==> src/rtl/ppsm_pkg.sv <==
//****************************************************************
// What this block does
// RL1 - port select pin follows config bit 15
// RL2 - serial tx enable low while nibble port
// RL3 - serial inputs ignored while nibble port selected
// RL4 - serial port sends one NRZ bit stream
// RL5 - serial clocks from transceiver pace serial transfer
// RL6 - fast tx enable frames send, low otherwise
// RL7 - nibble inputs ignored while serial port selected
// RL8 - fast carrier drives deferral, fast collision drives backoff
// RL9 - receive nibbles taken only while valid high
// RL10 - transmit nibbles follow the fast tx clock
// RL11 - loopback pin follows loop bit always
// RL12 - link pin shown in status bit 14
// RL13 - step mode pin is inverse of bit 10
// RL14 - attach unit pin follows config bit 8
// RL15 - write indicator pulses per stored receive byte
// RL16 - receive nibbles ignored while serial selected
// RL17 - port switch only between frames
//****************************************************************
package ppsm_pkg;
  // register byte offsets
  localparam logic [7:0] CFG_OFS = 8'h00;
  localparam logic [7:0] TCR_OFS = 8'h04;
  localparam logic [7:0] STAT_OFS = 8'h08;
  localparam logic [7:0] TXDATA_OFS = 8'h0c;
  localparam logic [7:0] RXDATA_OFS = 8'h10;
  // config fields
  localparam int CFG_PORT_BIT = 15;
  localparam int CFG_STEP_BIT = 10;
  localparam int CFG_AUI_BIT = 8;
  localparam logic [31:0] CFG_MASK = 32'h0000_8500;
  localparam logic [31:0] CFG_RST = 32'h0000_0000;
  // transmit control fields
  localparam int TCR_GO_BIT = 0;
  localparam int TCR_LOOP_BIT = 1;
  localparam logic [31:0] TCR_MASK = 32'h0000_0003;
  localparam logic [31:0] TCR_RST = 32'h0000_0000;
  // status fields
  localparam int STAT_TXBUSY_BIT = 0;
  localparam int STAT_RXBUSY_BIT = 1;
  localparam int STAT_PORT_BIT = 2;
  localparam int STAT_COLL_BIT = 3;
  localparam int STAT_FULL_BIT = 4;
  localparam int STAT_LINK_BIT = 14;
  // data path shape
  localparam int FIFO_W = 8;
  localparam int FIFO_D = 16;
  localparam int NIB_W = 4;
  localparam logic [3:0] SER_UNITS = 4'h8;
  localparam logic [3:0] MII_UNITS = 4'h2;
  // transmit sequencer states
  typedef enum logic {TX_IDLE, TX_SEND} ppsm_tx_state_t;
endpackage

==> src/rtl/ppsm_top.sv <==
`timescale 1ns/1ps
`default_nettype none

//****************************************************************
// two-stage synchroniser
//****************************************************************
module ppsm_sync #(
  parameter int W = 1
) (
  input wire logic clk,
  input wire logic rst_n,
  input wire logic [W-1:0] d,
  output logic [W-1:0] q
);
  logic [W-1:0] meta_r; // first stage, read only by q

  // two flops per bit
  always_ff @(posedge clk or negedge rst_n) begin
    if (!rst_n) begin
      meta_r <= '0;
      q <= '0;
    end else begin
      meta_r <= d;
      q <= meta_r;
    end
  end
endmodule

//****************************************************************
// transmit byte fifo
//****************************************************************
module ppsm_fifo #(
  parameter int W = 8,
  parameter int D = 16
) (
  input wire logic clk,
  input wire logic rst_n,
  input wire logic in_valid,
  output logic in_ready,
  input wire logic [W-1:0] in_data,
  output logic out_valid,
  input wire logic out_ready,
  output logic [W-1:0] out_data
);
  localparam int AW = $clog2(D);
  logic [W-1:0] mem [D]; // storage words
  logic [AW-1:0] wp_r; // write pointer
  logic [AW-1:0] rp_r; // read pointer
  logic [AW:0] cnt_r; // fill level
  logic push;
  logic pop;

  assign in_ready = (cnt_r != (AW+1)'(D));
  assign out_valid = (cnt_r != '0);
  assign out_data = mem[rp_r];
  assign push = in_valid & in_ready;
  assign pop = out_valid & out_ready;

  // storage, no reset needed
  always_ff @(posedge clk) begin
    if (push) begin
      mem[wp_r] <= in_data;
    end
  end

  // pointers and level; depth is a power of two so pointers wrap
  always_ff @(posedge clk or negedge rst_n) begin
    if (!rst_n) begin
      wp_r <= '0;
      rp_r <= '0;
      cnt_r <= '0;
    end else begin
      wp_r <= wp_r + AW'(push);
      rp_r <= rp_r + AW'(pop);
      cnt_r <= cnt_r + (AW+1)'(push) - (AW+1)'(pop);
    end
  end
endmodule

//****************************************************************
// port logic top
//****************************************************************
module ppsm_top (
  input wire logic pclk,
  input wire logic presetn,
  input wire logic psel,
  input wire logic penable,
  input wire logic pwrite,
  input wire logic [7:0] paddr,
  input wire logic [31:0] pwdata,
  output logic [31:0] prdata,
  output logic pready,
  output logic pslverr,
  input wire logic serial_tx_clock,
  input wire logic serial_rx_clock,
  input wire logic serial_carrier,
  input wire logic serial_collision,
  input wire logic serial_rx_data,
  output logic serial_tx_enable,
  output logic serial_tx_data,
  input wire logic fast_tx_clock,
  input wire logic fast_rx_clock,
  input wire logic fast_carrier,
  input wire logic fast_rx_valid,
  input wire logic fast_collision,
  input wire logic [3:0] fast_rx_nibble,
  output logic fast_tx_enable,
  output logic [3:0] fast_tx_nibble,
  input wire logic link_status_in_n,
  output logic loopback_out,
  output logic step_mode_out_n,
  output logic attach_unit_select_out,
  output logic phy_port_select,
  output logic receive_write_indicator
);
  //**************************************************************
  // pin synchronisers and edge finders
  //**************************************************************
  logic [14:0] pins_s; // synchronised pins
  logic s_txc, s_rxc, s_crs, s_col, s_rxd; // serial side
  logic f_txc, f_rxc, f_crs, f_dv, f_col; // nibble side
  logic [3:0] f_nib; // receive nibble
  logic link_s; // link pin level
  logic [3:0] clk_d_r; // delayed clock samples
  logic s_tx_rise, s_rx_rise, f_tx_rise, f_rx_rise;

  ppsm_sync #(.W(15)) u_sync (
    .clk(pclk),
    .rst_n(presetn),
    .d({link_status_in_n, fast_rx_nibble, fast_collision,
        fast_rx_valid, fast_carrier, ~fast_rx_clock, ~fast_tx_clock,
        serial_rx_data, serial_collision, serial_carrier,
        ~serial_rx_clock, ~serial_tx_clock}),
    .q(pins_s)
  );
  assign {link_s, f_nib, f_col, f_dv, f_crs, f_rxc, f_txc,
          s_rxd, s_col, s_crs, s_rxc, s_txc} = pins_s;

  // previous clock samples for rising edges
  always_ff @(posedge pclk or negedge presetn) begin
    if (!presetn) begin
      clk_d_r <= '0;
    end else begin
      clk_d_r <= {f_rxc, f_txc, s_rxc, s_txc};
    end
  end
  // clocks enter inverted: their pulled-up idle level then equals the
  // synchroniser reset value, so no false edge follows reset
  assign s_tx_rise = ~s_txc & clk_d_r[0];
  assign s_rx_rise = ~s_rxc & clk_d_r[1];
  assign f_tx_rise = ~f_txc & clk_d_r[2];
  assign f_rx_rise = ~f_rxc & clk_d_r[3];

  //**************************************************************
  // apb slave and registers
  //**************************************************************
  logic [31:0] cfg_r; // configuration
  logic [31:0] tcr_r; // transmit control
  logic coll_r; // sticky collision seen
  logic pready_r, pslverr_r;
  logic [31:0] prdata_r;
  logic [31:0] rd_mux;
  logic hit, acc, wr, txd_wr_req;
  logic fifo_in_ready, fifo_out_valid, fifo_pop;
  logic [7:0] fifo_out;
  logic coll_evt;
  logic active_r; // port in use by the engine
  ppsm_pkg::ppsm_tx_state_t tx_state_r;
  logic rx_busy;
  logic [7:0] rx_last_r; // last stored byte
  logic [15:0] rx_count_r; // stored byte count

  assign hit = (paddr == ppsm_pkg::CFG_OFS) |
               (paddr == ppsm_pkg::TCR_OFS) |
               (paddr == ppsm_pkg::STAT_OFS) |
               (paddr == ppsm_pkg::TXDATA_OFS) |
               (paddr == ppsm_pkg::RXDATA_OFS);
  assign acc = psel & penable & pready_r;
  assign wr = acc & pwrite;
  assign txd_wr_req = pwrite & (paddr == ppsm_pkg::TXDATA_OFS);

  // read data selection
  always_comb begin
    rd_mux = '0;
    case (paddr)
      ppsm_pkg::CFG_OFS: rd_mux = cfg_r;
      ppsm_pkg::TCR_OFS: rd_mux = tcr_r;
      ppsm_pkg::STAT_OFS: begin
        rd_mux[ppsm_pkg::STAT_LINK_BIT] = link_s; // see RL12
        rd_mux[ppsm_pkg::STAT_TXBUSY_BIT] =
          (tx_state_r == ppsm_pkg::TX_SEND);
        rd_mux[ppsm_pkg::STAT_RXBUSY_BIT] = rx_busy;
        rd_mux[ppsm_pkg::STAT_PORT_BIT] = active_r;
        rd_mux[ppsm_pkg::STAT_COLL_BIT] = coll_r;
        rd_mux[ppsm_pkg::STAT_FULL_BIT] = ~fifo_in_ready;
      end
      ppsm_pkg::RXDATA_OFS: rd_mux = {rx_count_r, 8'h00, rx_last_r};
      default: rd_mux = '0;
    endcase
  end

  // answer one cycle after setup; a full fifo stalls tx data writes
  always_ff @(posedge pclk or negedge presetn) begin
    if (!presetn) begin
      pready_r <= 1'b0;
      pslverr_r <= 1'b0;
      prdata_r <= '0;
    end else begin
      pready_r <= psel & ~pready_r & (~txd_wr_req | fifo_in_ready);
      pslverr_r <= psel & ~pready_r & ~hit;
      if (psel & ~pready_r) begin
        prdata_r <= rd_mux;
      end
    end
  end

  // software-written control
  always_ff @(posedge pclk or negedge presetn) begin
    if (!presetn) begin
      cfg_r <= ppsm_pkg::CFG_RST;
      tcr_r <= ppsm_pkg::TCR_RST;
    end else begin
      if (wr && paddr == ppsm_pkg::CFG_OFS) begin
        cfg_r <= pwdata & ppsm_pkg::CFG_MASK;
      end
      if (wr && paddr == ppsm_pkg::TCR_OFS) begin
        tcr_r <= pwdata & ppsm_pkg::TCR_MASK;
      end
    end
  end

  // sticky collision flag, set beats write-one clear
  always_ff @(posedge pclk or negedge presetn) begin
    if (!presetn) begin
      coll_r <= 1'b0;
    end else if (coll_evt) begin
      coll_r <= 1'b1;
    end else if (wr && paddr == ppsm_pkg::STAT_OFS &&
                 pwdata[ppsm_pkg::STAT_COLL_BIT]) begin
      coll_r <= 1'b0;
    end
  end

  //**************************************************************
  // port steering
  //**************************************************************
  logic tx_edge, rx_edge, carrier, collision, rx_valid;

  // engine follows only the active port's pins
  assign tx_edge = active_r ? f_tx_rise : s_tx_rise; // see RL5
  assign rx_edge = active_r ? f_rx_rise : s_rx_rise; // see RL3
  assign carrier = active_r ? f_crs : s_crs; // see RL8
  assign collision = active_r ? f_col : s_col; // see RL7
  assign rx_valid = active_r ? f_dv : s_crs; // see RL9
  assign rx_busy = rx_valid;

  // switch the engine only with no frame either way
  always_ff @(posedge pclk or negedge presetn) begin
    if (!presetn) begin
      active_r <= 1'b0;
    end else if (tx_state_r == ppsm_pkg::TX_IDLE && !rx_busy) begin
      active_r <= cfg_r[ppsm_pkg::CFG_PORT_BIT]; // see RL17
    end
  end

  //**************************************************************
  // transmit path
  //**************************************************************
  logic [7:0] tx_sh_r; // outgoing byte remainder
  logic [3:0] tx_units_r; // units left in byte
  logic [3:0] tx_unit_r; // unit on the wire
  logic tx_drive_r; // frame on the wire
  logic need_load;
  logic [7:0] tx_src;

  ppsm_fifo #(.W(ppsm_pkg::FIFO_W), .D(ppsm_pkg::FIFO_D)) u_fifo (
    .clk(pclk),
    .rst_n(presetn),
    .in_valid(wr && paddr == ppsm_pkg::TXDATA_OFS),
    .in_ready(fifo_in_ready),
    .in_data(pwdata[7:0]),
    .out_valid(fifo_out_valid),
    .out_ready(fifo_pop),
    .out_data(fifo_out)
  );

  assign need_load = (tx_units_r == '0);
  assign tx_src = need_load ? fifo_out : tx_sh_r;
  assign fifo_pop = tx_edge & (tx_state_r == ppsm_pkg::TX_SEND) &
                    need_load & ~collision;
  assign coll_evt = tx_edge & (tx_state_r == ppsm_pkg::TX_SEND) &
                    collision;

  // sequencer, one unit per edge of the active tx clock
  always_ff @(posedge pclk or negedge presetn) begin
    if (!presetn) begin
      tx_state_r <= ppsm_pkg::TX_IDLE;
      tx_sh_r <= '0;
      tx_units_r <= '0;
      tx_unit_r <= '0;
      tx_drive_r <= 1'b0;
    end else if (tx_edge) begin
      case (tx_state_r)
        ppsm_pkg::TX_IDLE: begin
          // defer while the medium carries traffic
          if (tcr_r[ppsm_pkg::TCR_GO_BIT] && fifo_out_valid &&
              !carrier) begin // see RL8
            tx_state_r <= ppsm_pkg::TX_SEND;
            tx_units_r <= '0;
          end
        end
        ppsm_pkg::TX_SEND: begin
          if (collision || (need_load && !fifo_out_valid)) begin
            // collision backs off, empty fifo ends the frame
            tx_state_r <= ppsm_pkg::TX_IDLE;
            tx_drive_r <= 1'b0;
            tx_unit_r <= '0;
          end else if (active_r) begin
            // nibble per edge, low nibble first
            tx_unit_r <= tx_src[3:0]; // see RL10
            tx_sh_r <= tx_src >> ppsm_pkg::NIB_W;
            tx_units_r <= (need_load ? ppsm_pkg::MII_UNITS
                                     : tx_units_r) - 4'h1;
            tx_drive_r <= 1'b1;
          end else begin
            // single nrz bit per edge, lsb first
            tx_unit_r <= {3'h0, tx_src[0]}; // see RL4
            tx_sh_r <= tx_src >> 1;
            tx_units_r <= (need_load ? ppsm_pkg::SER_UNITS
                                     : tx_units_r) - 4'h1;
            tx_drive_r <= 1'b1;
          end
        end
        default: tx_state_r <= ppsm_pkg::TX_IDLE;
      endcase
    end
  end

  //**************************************************************
  // receive path
  //**************************************************************
  logic [7:0] rx_acc_r; // byte under assembly
  logic [3:0] rx_units_r; // units gathered
  logic rx_wr_r; // byte stored this cycle
  logic [3:0] rx_per;

  assign rx_per = active_r ? ppsm_pkg::MII_UNITS : ppsm_pkg::SER_UNITS;

  // gather units on edges of the active rx clock while valid
  always_ff @(posedge pclk or negedge presetn) begin
    if (!presetn) begin
      rx_acc_r <= '0;
      rx_units_r <= '0;
      rx_last_r <= '0;
      rx_count_r <= '0;
      rx_wr_r <= 1'b0;
    end else begin
      rx_wr_r <= 1'b0;
      if (!rx_valid) begin
        // out of frame, drop any partial byte
        rx_units_r <= '0;
      end else if (rx_edge) begin
        if (rx_units_r == rx_per - 4'h1) begin
          // byte complete, write it to buffer
          rx_last_r <= active_r ? {f_nib, rx_acc_r[7:4]}
                                : {s_rxd, rx_acc_r[7:1]};
          rx_count_r <= rx_count_r + 16'h0001;
          rx_wr_r <= 1'b1; // see RL15
          rx_units_r <= '0;
        end else begin
          rx_units_r <= rx_units_r + 4'h1;
        end
        if (active_r) begin
          rx_acc_r <= {f_nib, rx_acc_r[7:4]}; // see RL16
        end else begin
          rx_acc_r <= {s_rxd, rx_acc_r[7:1]};
        end
      end
    end
  end

  //**************************************************************
  // output flops
  //**************************************************************
  logic out_ser_en_r, out_ser_d_r, out_fast_en_r;
  logic [3:0] out_fast_nib_r;
  logic out_loop_r, out_step_n_r, out_aui_r, out_port_r;

  // enable pins gated by the live config bit, not only the engine port
  always_ff @(posedge pclk or negedge presetn) begin
    if (!presetn) begin
      out_ser_en_r <= 1'b0;
      out_ser_d_r <= 1'b0;
      out_fast_en_r <= 1'b0;
      out_fast_nib_r <= '0;
    end else begin
      out_ser_en_r <= tx_drive_r & ~active_r &
                      ~cfg_r[ppsm_pkg::CFG_PORT_BIT]; // see RL2
      out_ser_d_r <= tx_unit_r[0] & ~active_r;
      out_fast_en_r <= tx_drive_r & active_r &
                       cfg_r[ppsm_pkg::CFG_PORT_BIT]; // see RL6
      out_fast_nib_r <= active_r ? tx_unit_r : 4'h0;
    end
  end

  // static configuration pins
  always_ff @(posedge pclk or negedge presetn) begin
    if (!presetn) begin
      out_loop_r <= 1'b0;
      out_step_n_r <= 1'b1;
      out_aui_r <= 1'b0;
      out_port_r <= 1'b0;
    end else begin
      out_loop_r <= tcr_r[ppsm_pkg::TCR_LOOP_BIT]; // see RL11
      out_step_n_r <= ~cfg_r[ppsm_pkg::CFG_STEP_BIT]; // see RL13
      out_aui_r <= cfg_r[ppsm_pkg::CFG_AUI_BIT]; // see RL14
      out_port_r <= cfg_r[ppsm_pkg::CFG_PORT_BIT]; // see RL1
    end
  end

  assign prdata = prdata_r;
  assign pready = pready_r;
  assign pslverr = pslverr_r;
  assign serial_tx_enable = out_ser_en_r;
  assign serial_tx_data = out_ser_d_r;
  assign fast_tx_enable = out_fast_en_r;
  assign fast_tx_nibble = out_fast_nib_r;
  assign loopback_out = out_loop_r;
  assign step_mode_out_n = out_step_n_r;
  assign attach_unit_select_out = out_aui_r;
  assign phy_port_select = out_port_r;
  assign receive_write_indicator = rx_wr_r;

  logic wr_cfg, wr_tcr, rd_stat;
  assign wr_cfg = wr && paddr == ppsm_pkg::CFG_OFS;
  assign wr_tcr = wr && paddr == ppsm_pkg::TCR_OFS;
  assign rd_stat = psel & ~pready_r & ~pwrite &
                   (paddr == ppsm_pkg::STAT_OFS);
endmodule

`default_nettype wire

==> config.mk <==
export PLATFORM = sky130hd
export DESIGN_NAME = ppsm_top
export DESIGN_NICKNAME = d
export VERILOG_FILES = /design/src/rtl/ppsm_pkg.sv /design/src/rtl/ppsm_top.sv
export SDC_FILE = /design/constraint.sdc
export NUM_CORES = 1
export LEC_CHECK = 0
export BUFFER_PORTS_ARGS = -buffer_cell sky130_fd_sc_hd__clkbuf_2
export CELL_PAD_IN_SITES_DETAIL_PLACEMENT = 0
export CELL_PAD_IN_SITES_GLOBAL_PLACEMENT = 1
export CORE_AREA = 5 5 173 175
export CTS_CLUSTER_DIAMETER = 150
export DETAILED_ROUTE_END_ITERATION = 6
export DIE_AREA = 0 0 178 180
export PLACE_DENSITY = 0.73
export REMOVE_ABC_BUFFERS = 1
export SYNTH_ARGS = -nofsm -noshare
export SYNTH_HDL_FRONTEND = slang
export SYNTH_HIERARCHICAL = 1
export SYNTH_SLANG_ARGS = --single-unit
export TNS_END_PERCENT = 20
==> constraint.sdc <==
create_clock -name pclk -period 4.2 [get_ports pclk]
set_input_delay 0.21 -clock pclk [delete_from_list [all_inputs] [get_ports pclk]]
set_output_delay 0.21 -clock pclk [all_outputs]
set_load 0.05 [all_outputs]
* After elaboration in Yosys (flattened, before gate mapping) *
Memories as Yosys holds them, arrays and structs flattened.
Cells that the tools add are included.

word-level totals
  flip-flop bits (word level) = 154
  RAM bits = 128
  bits of input ports = 60
  output and inout port bits = 46
  word-level logic and storage cells = 152
  memories = 1

memories
  name        depth  bits a word  read ports  clocked after memory_dff  write ports  line            source
  u_fifo.mem  16     8            1           0                         1            ppsm_top.sv:46  logic [W-1:0] mem [D];

operators by class
  $add $sub $neg = 9
  equal/unequal tests = 9
  multiplexer cells = 35
  bitwise operators = 45
  reduce and logical (&&, ||, !) cells = 22

operators with widths
  kind                                                                count
  4-bit two-way mux                                                   12
  17-bit one-hot mux with 2 select lines                              1
  1-bit AND                                                           22
  1-bit inverter                                                      18
  16-bit by 1-bit adder with 16-bit output, second input constant     1
  8-bit by 4-bit == test with 1-bit output, second input constant     2
  8-bit two-way mux                                                   2
  1-bit two-way mux                                                   15
  5-bit one-hot mux with 3 select lines                               1
  6-bit one-hot mux with 2 select lines                               1
  4-bit by 1-bit subtractor with 4-bit output, second input constant  3
  1-bit logical AND                                                   9
  3-bit AND reduction                                                 3
  4-bit by 1-bit adder with 4-bit output                              2
  8-bit by 3-bit == test with 1-bit output, second input constant     1
  8-bit by 5-bit == test with 1-bit output, second input constant     1
  8-bit zero test                                                     1
  4-bit one-hot mux with 2 select lines                               1
  7-bit two-way mux                                                   1
  5-bit by 1-bit adder with 5-bit output                              1
  5-bit inequality test, second input constant                        1
  1-bit bitwise OR                                                    5
  5-bit nonzero test                                                  1
  5-bit by 1-bit subtractor with 5-bit output                         1
  other kinds (10)                                                    14

* Longest topological paths before layout *
Gate-level depths: netlist of run 1.

  depth in word-level cells = 8
  mapped depth = 13
  depth with buffers taken out = 11

* Modules after synthesis *
The synthesis of run 1 kept the hierarchy.

by module, submodules not included
  module     instances  cells each  area each (um^2)  sequential area each (um^2)
  ppsm_fifo  1          271         5607.9            4169.0
  ppsm_top   1          400         4668.2            2628.8
  ppsm_sync  1          30          750.7             750.7

* Worst setup path after synthesis of run 1 *
OpenSTA, ideal clock, no wires.

  path kind = reg2reg
  start = register u_fifo.cnt_r[3]
  end = register u_fifo.cnt_r[4]
  setup time = 0.124 ns
  arrival = 2.668 ns
  data required time = 4.076 ns
  path slack = 1.407 ns
  cell stages (with the launch flop) = 12
  clock period less this slack = 2.793 ns
  cell sequence = dfrtp_1 -> inv_1 -> ha_1 -> or4b_2 -> and2_1 -> ha_1 -> inv_1 -> ha_1 -> fa_1 -> a21oi_1 -> o21bai_1 -> xnor2_1

between the ends
  elaborated cells between the ends (all ways) = 6
  classes of those cells = add/sub (2); eq/ne (1); bitwise (2); reduce/logical (1)

RTL lines
  item                                         line             source
  start, declared                              ppsm_top.sv:49   logic [AW:0] cnt_r;
  start signal, assigned                       ppsm_top.sv:75   cnt_r <= cnt_r + (AW+1)'(push) - (AW+1)'(pop);
  5-bit nonzero test                           ppsm_top.sv:54   assign out_valid = (cnt_r != '0);
  named net fifo_out_valid                     ppsm_top.sv:164  logic fifo_in_ready, fifo_out_valid, fifo_pop;
  1-bit AND                                    ppsm_top.sv:57   assign pop = out_valid & out_ready;
  5-bit by 1-bit subtractor with 5-bit output  ppsm_top.sv:75

The timed path passes the listed nets, and every way through them passes these cells.
A chain may end at the register's enable or synchronous reset.

* Final worst setup path of run 1 *
Same ends and word-level chain as after synthesis.

==> results of run 1 <==
-- state kept, by name, indices dropped and copies added, names as in the netlist, 2 cells and up --
register and flops:
tcr_r 2, rx_count_r 16, tx_units_r 4, u_sync/q 15
tx_unit_r 4, rx_last_r 8, prdata 28, rx_units_r 4
fast_tx_nibble 4, cfg_r 3, tx_sh_r 7, clk_d_r 4
u_fifo/cnt_r 5, u_fifo/rp_r 4, u_fifo/mem 128, u_sync/meta_r 15
u_fifo/wp_r 4, rx_acc_r 7
-- worst min path at each step --
stage	startpoint	to
after floorplan	presetn	active_r$_DFFE_PN0P_
after global placement	fast_rx_nibble[3]	u_sync/meta_r[13]$_DFF_PN0_
after detailed placement	serial_rx_data	u_sync/meta_r[4]$_DFF_PN0_
after CTS	pwdata[4]	u_fifo/mem[14][4]$_DFFE_PP_
after global routing	pwdata[6]	u_fifo/mem[5][6]$_DFFE_PP_
final	pwdata[6]	u_fifo/mem[6][6]$_DFFE_PP_
-- cell usage in the layout (no fill, tap or decap), types with 4 or more instances in the layout --
cell type      Yosys  layout
dfrtp_1          147     146
edfxtp_1         128     128
clkbuf_2           0      79
nand2_1           46      46
nor2_1            31      31
clkbuf_16          0      29
mux4_2            24      24
mux2i_1           22      22
o21ai_0           21      21
dlygate4sd3_1      0      20
xnor2_1           19      19
a22oi_1           18      18
nand3_1           17      17
inv_1             16      16
nor3_1            14      14
mux2_2            14      14
ha_1              13      13
a22o_1            12      12
buf_4              7      12
and2_1            11      11
a21oi_1           10      10
clkbuf_1          11      10
a22o_2             9       9
mux4_1             8       8
nand4_1            7       7
xor2_1             7       7
nand2b_1           5       5
nor2b_1            4       4
nand4b_1           4       4
conb_1             1       4
clkinv_2           0       4
-- power breakdown --
| group | internal (mW) | switching, mW |
|---|---|---|
| Combinational | 0.113 | 0.176 |
| Sequential | 2.89 | 0.0403 |
| Clock | 1.52 | 1.01 |
| Total | 4.52 | 1.23 |
-- worst max-delay path, cell delays in order, from the launching register on --
cell and delay (ns):
dfrtp_1 0.38, inv_1 0.08, ha_1 0.16, or4b_2 0.71, and2_1 0.25, ha_1 0.28, inv_1 0.04, ha_1 0.20
fa_1 0.40, a21oi_1 0.17, o21bai_1 0.10, xnor2_1 0.13
-- logic make-up (layout without fill, tap and decap cells) --
family / count (synthesis) / after routing
muxes: 68 / 68
other: 1 / 4
adders and majority gates: 14 / 14
DFF: 276 / 276
AOI/OAI and AO/OA: 88 / 88
xor gates and xnor gates: 26 / 26
buffers and inverters: 53 / 182
and+or+nand+nor: 175 / 175
-- layer usage --
| metal | GRT usage | vias to the layer above |
|---|---|---|
| li1 | - | 2858 |
| met1 | 0.199 | 3028 |
| met2 | 0.218 | 129 |
| met3 | 0.0197 | 33 |
| met4 | 0.0340 | 0 |
| met5 | 0 | - |
-- metrics by stage --
| step | power [mW] | hold slack (ns) | setup slack (ns) | utilization |
|---|---|---|---|---|
| floorplan | 3.14 | -0.0856 | 0.724 | - |
| global placement | 3.25 | 0.319 | 1.19 | 0.416 |
| detailed placement | 3.26 | 0.320 | 1.14 | 0.416 |
| CTS | 5.83 | 0.101 | 1.16 | 0.457 |
| global route | 5.99 | 0.119 | 0.952 | 0.457 |
| finish | 5.75 | 0.112 | 1.18 | 0.457 |
-- area by class of cell --
class | count | area [um^2]
Fill cell | 2465 | 15400
Inverter | 16 | 60.1
Clock buffer | 42 | 805
Timing Repair Buffer | 112 | 697
Multi-Input combinational cell | 375 | 3190
Tap cell | 384 | 480
Clock inverter | 12 | 151
Sequential cell | 276 | 7550
==> flow_metrics.tcl, run 1 <==
set metrics [dict create \
    status "finished, final reports clean" \
    ctsHoldBuffers 20 \
    cts_buffer_depth 3 \
    gp_congestion 0.749 \
    synth_top_family_by_area "multiplexers" \
    place_area_um2 11800 \
    synth_most_common_cell "dfrtp_1" \
    start_util 0.389 \
    synthFlopType "dfrtp_1" \
    wl_mm 21.8 \
    crit_end "u_fifo/cnt_r[4]$_DFF_PN0_" \
    layout-drive-gt1-share 0.239 \
    slew_violations 0 \
    synth_top_cell_area_share 0.349 \
    setup_tns_ns 0 \
    synth.lib_cells_used.distinct 68 \
    cts_buffers 29 \
    die_w_um 178 \
    ir_drop_mv 0.278 \
    synth_warnings 6 \
    hold_violations 0 \
    avgSynthCellArea_um2 15.7 \
    cts_htree_levels 1 \
    mappedNetlistArea_um2 11000 \
    drv_cap 0 \
    post_cts_buffers 0 \
    routed.top_layer "met4" \
    yosysTopAreaCell "edfxtp_1" \
    routed-wl-met3_mm 1.18 \
    drt-initial-drc-count 363 \
    ys_async_sr_fraction 0.536 \
    core-area_um2 28300 \
    reg2reg_depth 11 \
    cts_sinks 276 \
    p_per_area_nw_per_um2 444 \
    vias 6048 \
    netlist_instances 701 \
    critPathLaunchType "flop" \
    fmax_mhz 331 \
    hp-class "input pin to flop" \
    via_per_inst 4.97 \
    wire_per_inst_um 17.9 \
    hpwl_mm 13.9 \
    syn_to_final_growth_pct 17.3 \
    crit_path_end_kind "flop" \
    path_class "flop to flop" \
    synth_commonest_cells "dfrtp_1, edfxtp_1, nand2_1" \
    required_ns 4.61 \
    ant_nets 0 \
    synth_compound_area_frac 0.0579 \
    cts_tree "yes" \
    rows 62 \
    first_pass_iters 4 \
    grt_pass1_wl_mm 35.2 \
    synth-simple-area-share 0.0904 \
    setup_violations 0 \
    rsz0062_at_grt "no" \
    grt_pass1_vias 6312 \
    design_area_um2 12900 \
    overflow 0 \
    synthAdderAreaFrac 0.0166 \
    synth_area_leaders "edfxtp_1, dfrtp_1, mux4_2" \
    worstPathArrival_ns 3.43 \
    portBuffers 80 \
    cts_root_buf "clkbuf_16" \
    cts.repair.resized 0 \
    fin_crit_ns 3.02 \
    r2r_end "u_fifo/cnt_r[4]$_DFF_PN0_" \
    pin_count 106 \
    synth-edff-count 128 \
    wl_met1_mm 9.94 \
    die_area_um2 32000 \
    maxSlewHeadroom 0.295 \
    skew_ns 0.0132 \
    ys_seq_area_frac 0.685 \
    nNetsFinal 884 \
    place_inst 1143 \
    reg2reg_slack_ns 1.18 \
    timing.rr.start "u_fifo/cnt_r[3]$_DFF_PN0_" \
    timing.final.crit_share 0.719 \
    wl_met2_mm 10.3 \
    clk_pin_slew_ns 0.06 \
    power.leakage_nw 5.23 \
    critical_path.startpoint "u_fifo/cnt_r[3]$_DFF_PN0_" \
    cp_max_fo 3 \
    insertion_delay_ns 0.54 \
    num_antenna_cells 0 \
    post_layout_nonfiller_instances 1217 \
    synth_seq_cells 276 \
    drt_drc_violations_left 0 \
    worst_slew_pin_slew_ns 1.05 \
    min_path_cells 1 \
    die_height_um 180 \
    synthMuxAreaShare 0.102 \
    synth-xor-area-share 0.0207 \
    grt_max_degree 117 \
    grt_antenna_before_repair 0 \
    grt_use_total 0.137 \
]
(Power assumes the default switching activity.)
==> run 2: changes to the inputs <==
--- a/config.mk
+++ b/config.mk
@@ -12,7 +12,7 @@
 export CTS_CLUSTER_DIAMETER = 150
 export DETAILED_ROUTE_END_ITERATION = 6
 export DIE_AREA = 0 0 178 180
-export PLACE_DENSITY = 0.73
+export PLACE_DENSITY = 0.76
 export REMOVE_ABC_BUFFERS = 1
 export SYNTH_ARGS = -nofsm -noshare
 export SYNTH_HDL_FRONTEND = slang
==> constraint.sdc (replaced) <==
create_clock -name pclk -period 2.56 [get_ports pclk]
set_input_delay 0.128 -clock pclk [delete_from_list [all_inputs] [get_ports pclk]]
set_output_delay 0.128 -clock pclk [all_outputs]
set_load 0.05 [all_outputs]
==> run 2 against run 1 <==
  * Register-to-register slack got worse by 1.2 ns
  * Critical endpoint unchanged
  * Highest routed layer unchanged
  * Worst hold slack worse by 0.083 ns
  * Wire length increased by 1.0%
  * Critical path depth did not move
  * Cell count grew 4.4%
  * Non-clock buffer count grew 49
  * Setup slack worse by 1.2 ns
  * Power rose by 68%
==> flow_metrics.tcl, run 2 (synthesis gave the netlist of run 1 again) <==
set metrics [dict create \
    status "finished, final reports clean" \
    reg2reg_depth 11 \
    cts_tree "yes" \
    crit_chain "inv_2 > ha_4 > or4b_4 > and2_4 > ha_4 > inv_2 > ha_4 > fa_2 > a21oi_2 > o21bai_1 > xnor2_1" \
    setup_tns_ns 0 \
    setup_violations 0 \
    cts_htree_levels 1 \
    rows 62 \
    path_class "flop to flop" \
    r2r_end "u_fifo/cnt_r[4]$_DFF_PN0_" \
    worstPathArrival_ns 2.97 \
    fin_util 0.476 \
    cts_root_buf "clkbuf_16" \
    fin_crit_ns 2.55 \
    largest-register "u_fifo/mem" \
    portBuffers 80 \
    grt_pass1_wl_mm 35.8 \
    layout-drive-gt1-share 0.293 \
    reg2reg_slack_ns 0.01 \
    final_common_cell "dfrtp_1" \
    max_stage_delay_ns 0.46 \
    cts_sinks 276 \
    vias 6281 \
    fmax_mhz 393 \
    num_antenna_cells 0 \
    grt_pass1_vias 6592 \
    nNetsFinal 935 \
    p_total_mw 9.68 \
    insertion_delay_ns 0.56 \
    power.leakage_nw 5.53 \
    p_per_area_nw_per_um2 719 \
    overflow 0 \
    wire_per_inst_um 17.3 \
    grt_max_degree 63 \
    clk_pin_slew_ns 0.06 \
    rsz0062_at_grt "yes" \
    syn_to_final_growth_pct 22.1 \
    crit_family "adder cells" \
    start_util 0.389 \
    drt_drc_violations_left 0 \
    first_pass_iters 7 \
    timing.final.crit_share 0.994 \
    drv_cap 0 \
    hp-class "input pin to flop" \
    path_buf_inv 2 \
    largest_register_ffs 128 \
    via_per_inst 4.95 \
    cp_max_fo 2 \
    pin_count 106 \
    hpwl_mm 14.5 \
    worstHoldEndpoint "u_fifo/mem[7][7]$_DFFE_PP_" \
    required_ns 2.98 \
    holdCritStartpoint "pwdata[7]" \
    grt_use_total 0.138 \
    die_area_um2 32000 \
    critPathLaunchType "flop" \
    crit_path_end_kind "flop" \
    drt-initial-drc-count 348 \
    min_path_cells 1 \
    die_w_um 178 \
    slew_violations 0 \
    ant_nets 0 \
    cts_buffers 31 \
    core-area_um2 28300 \
    hold_violations 0 \
    ir_drop_mv 0.466 \
    maxSlewHeadroom 0.570 \
    timing.rr.start "u_fifo/cnt_r[3]$_DFF_PN0_" \
    holdWs_ns 0.0284 \
    wl_mm 22.0 \
    grt_antenna_before_repair 0 \
    worst_slew_pin_slew_ns 0.644 \
    crit_path_frequent_cell "ha_4" \
    cts_buffer_depth 3 \
    cp_slowest_cell "or4b_4" \
    die_height_um 180 \
    gp_congestion 0.765 \
    final_cell_mix "dfrtp_1, edfxtp_1, clkbuf_2" \
    skew_ns 0.0178 \
]
run 2: worst max-delay path by stage:
stage	slack [ns]	depth (start not counted)	to	startpoint
after CTS	-0.02	11	u_fifo/cnt_r[4]$_DFF_PN0_	u_fifo/cnt_r[3]$_DFF_PN0_
after floorplan	-0.92	11	u_fifo/cnt_r[4]$_DFF_PN0_	active_r$_DFFE_PN0P_
final	0.01	11	u_fifo/cnt_r[4]$_DFF_PN0_	u_fifo/cnt_r[3]$_DFF_PN0_
after global placement	-0.18	11	u_fifo/cnt_r[4]$_DFF_PN0_	u_fifo/cnt_r[2]$_DFF_PN0_
after detailed placement	-0.32	11	u_fifo/cnt_r[4]$_DFF_PN0_	u_fifo/cnt_r[2]$_DFF_PN0_
after global routing	-0.07	11	u_fifo/cnt_r[4]$_DFF_PN0_	u_fifo/cnt_r[3]$_DFF_PN0_
run 2: through the flow:
step | cells | area (um^2) | worst slack (ns)
global placement | 1184 | 12100 | -0.180
global route | 1270 | 13500 | -0.0712
detailed placement | 1184 | 12100 | -0.322
finish | 1270 | 13500 | 0.0141
floorplan | 667 | 10800 | -0.916
CTS | 1268 | 13400 | -0.0153
run 2: layout make-up:
type	count	area (um^2)
Clock buffer	48	940
Timing Repair Buffer	161	1110
Sequential cell	276	7550
Tap cell	384	480
Clock inverter	10	77.6
Fill cell	2441	14900
Inverter	16	60.1
Multi-Input combinational cell	375	3240
run 2: timing repair:
| action | 4_1_cts | 5_1_grt |
|---|---|---|
| buffers inserted | 2 | 2 |
| pin swaps | 5 | 4 |
| hold buffers | 24 | 0 |
| endpoints found under the hold margin | 126 | 0 |
| setup endpoints to repair | 3 | 2 |
| gates resized for setup | 13 | 1 |
run 2: report_power, final:
| group | switching [mW] | internal [mW] |
|---|---|---|
| clock | 1.71 | 2.54 |
| sequential | 0.0574 | 4.74 |
| combinational | 0.340 | 0.292 |
| total | 2.11 | 7.57 |
run 2: routing by layer:
layer,wire (um),up-vias,track usage
met5,0,-,0
met4,426,0,0.0331
met3,1020,34,0.0223
met2,10900,121,0.231
met1,9650,3168,0.189
li1,-,2958,-
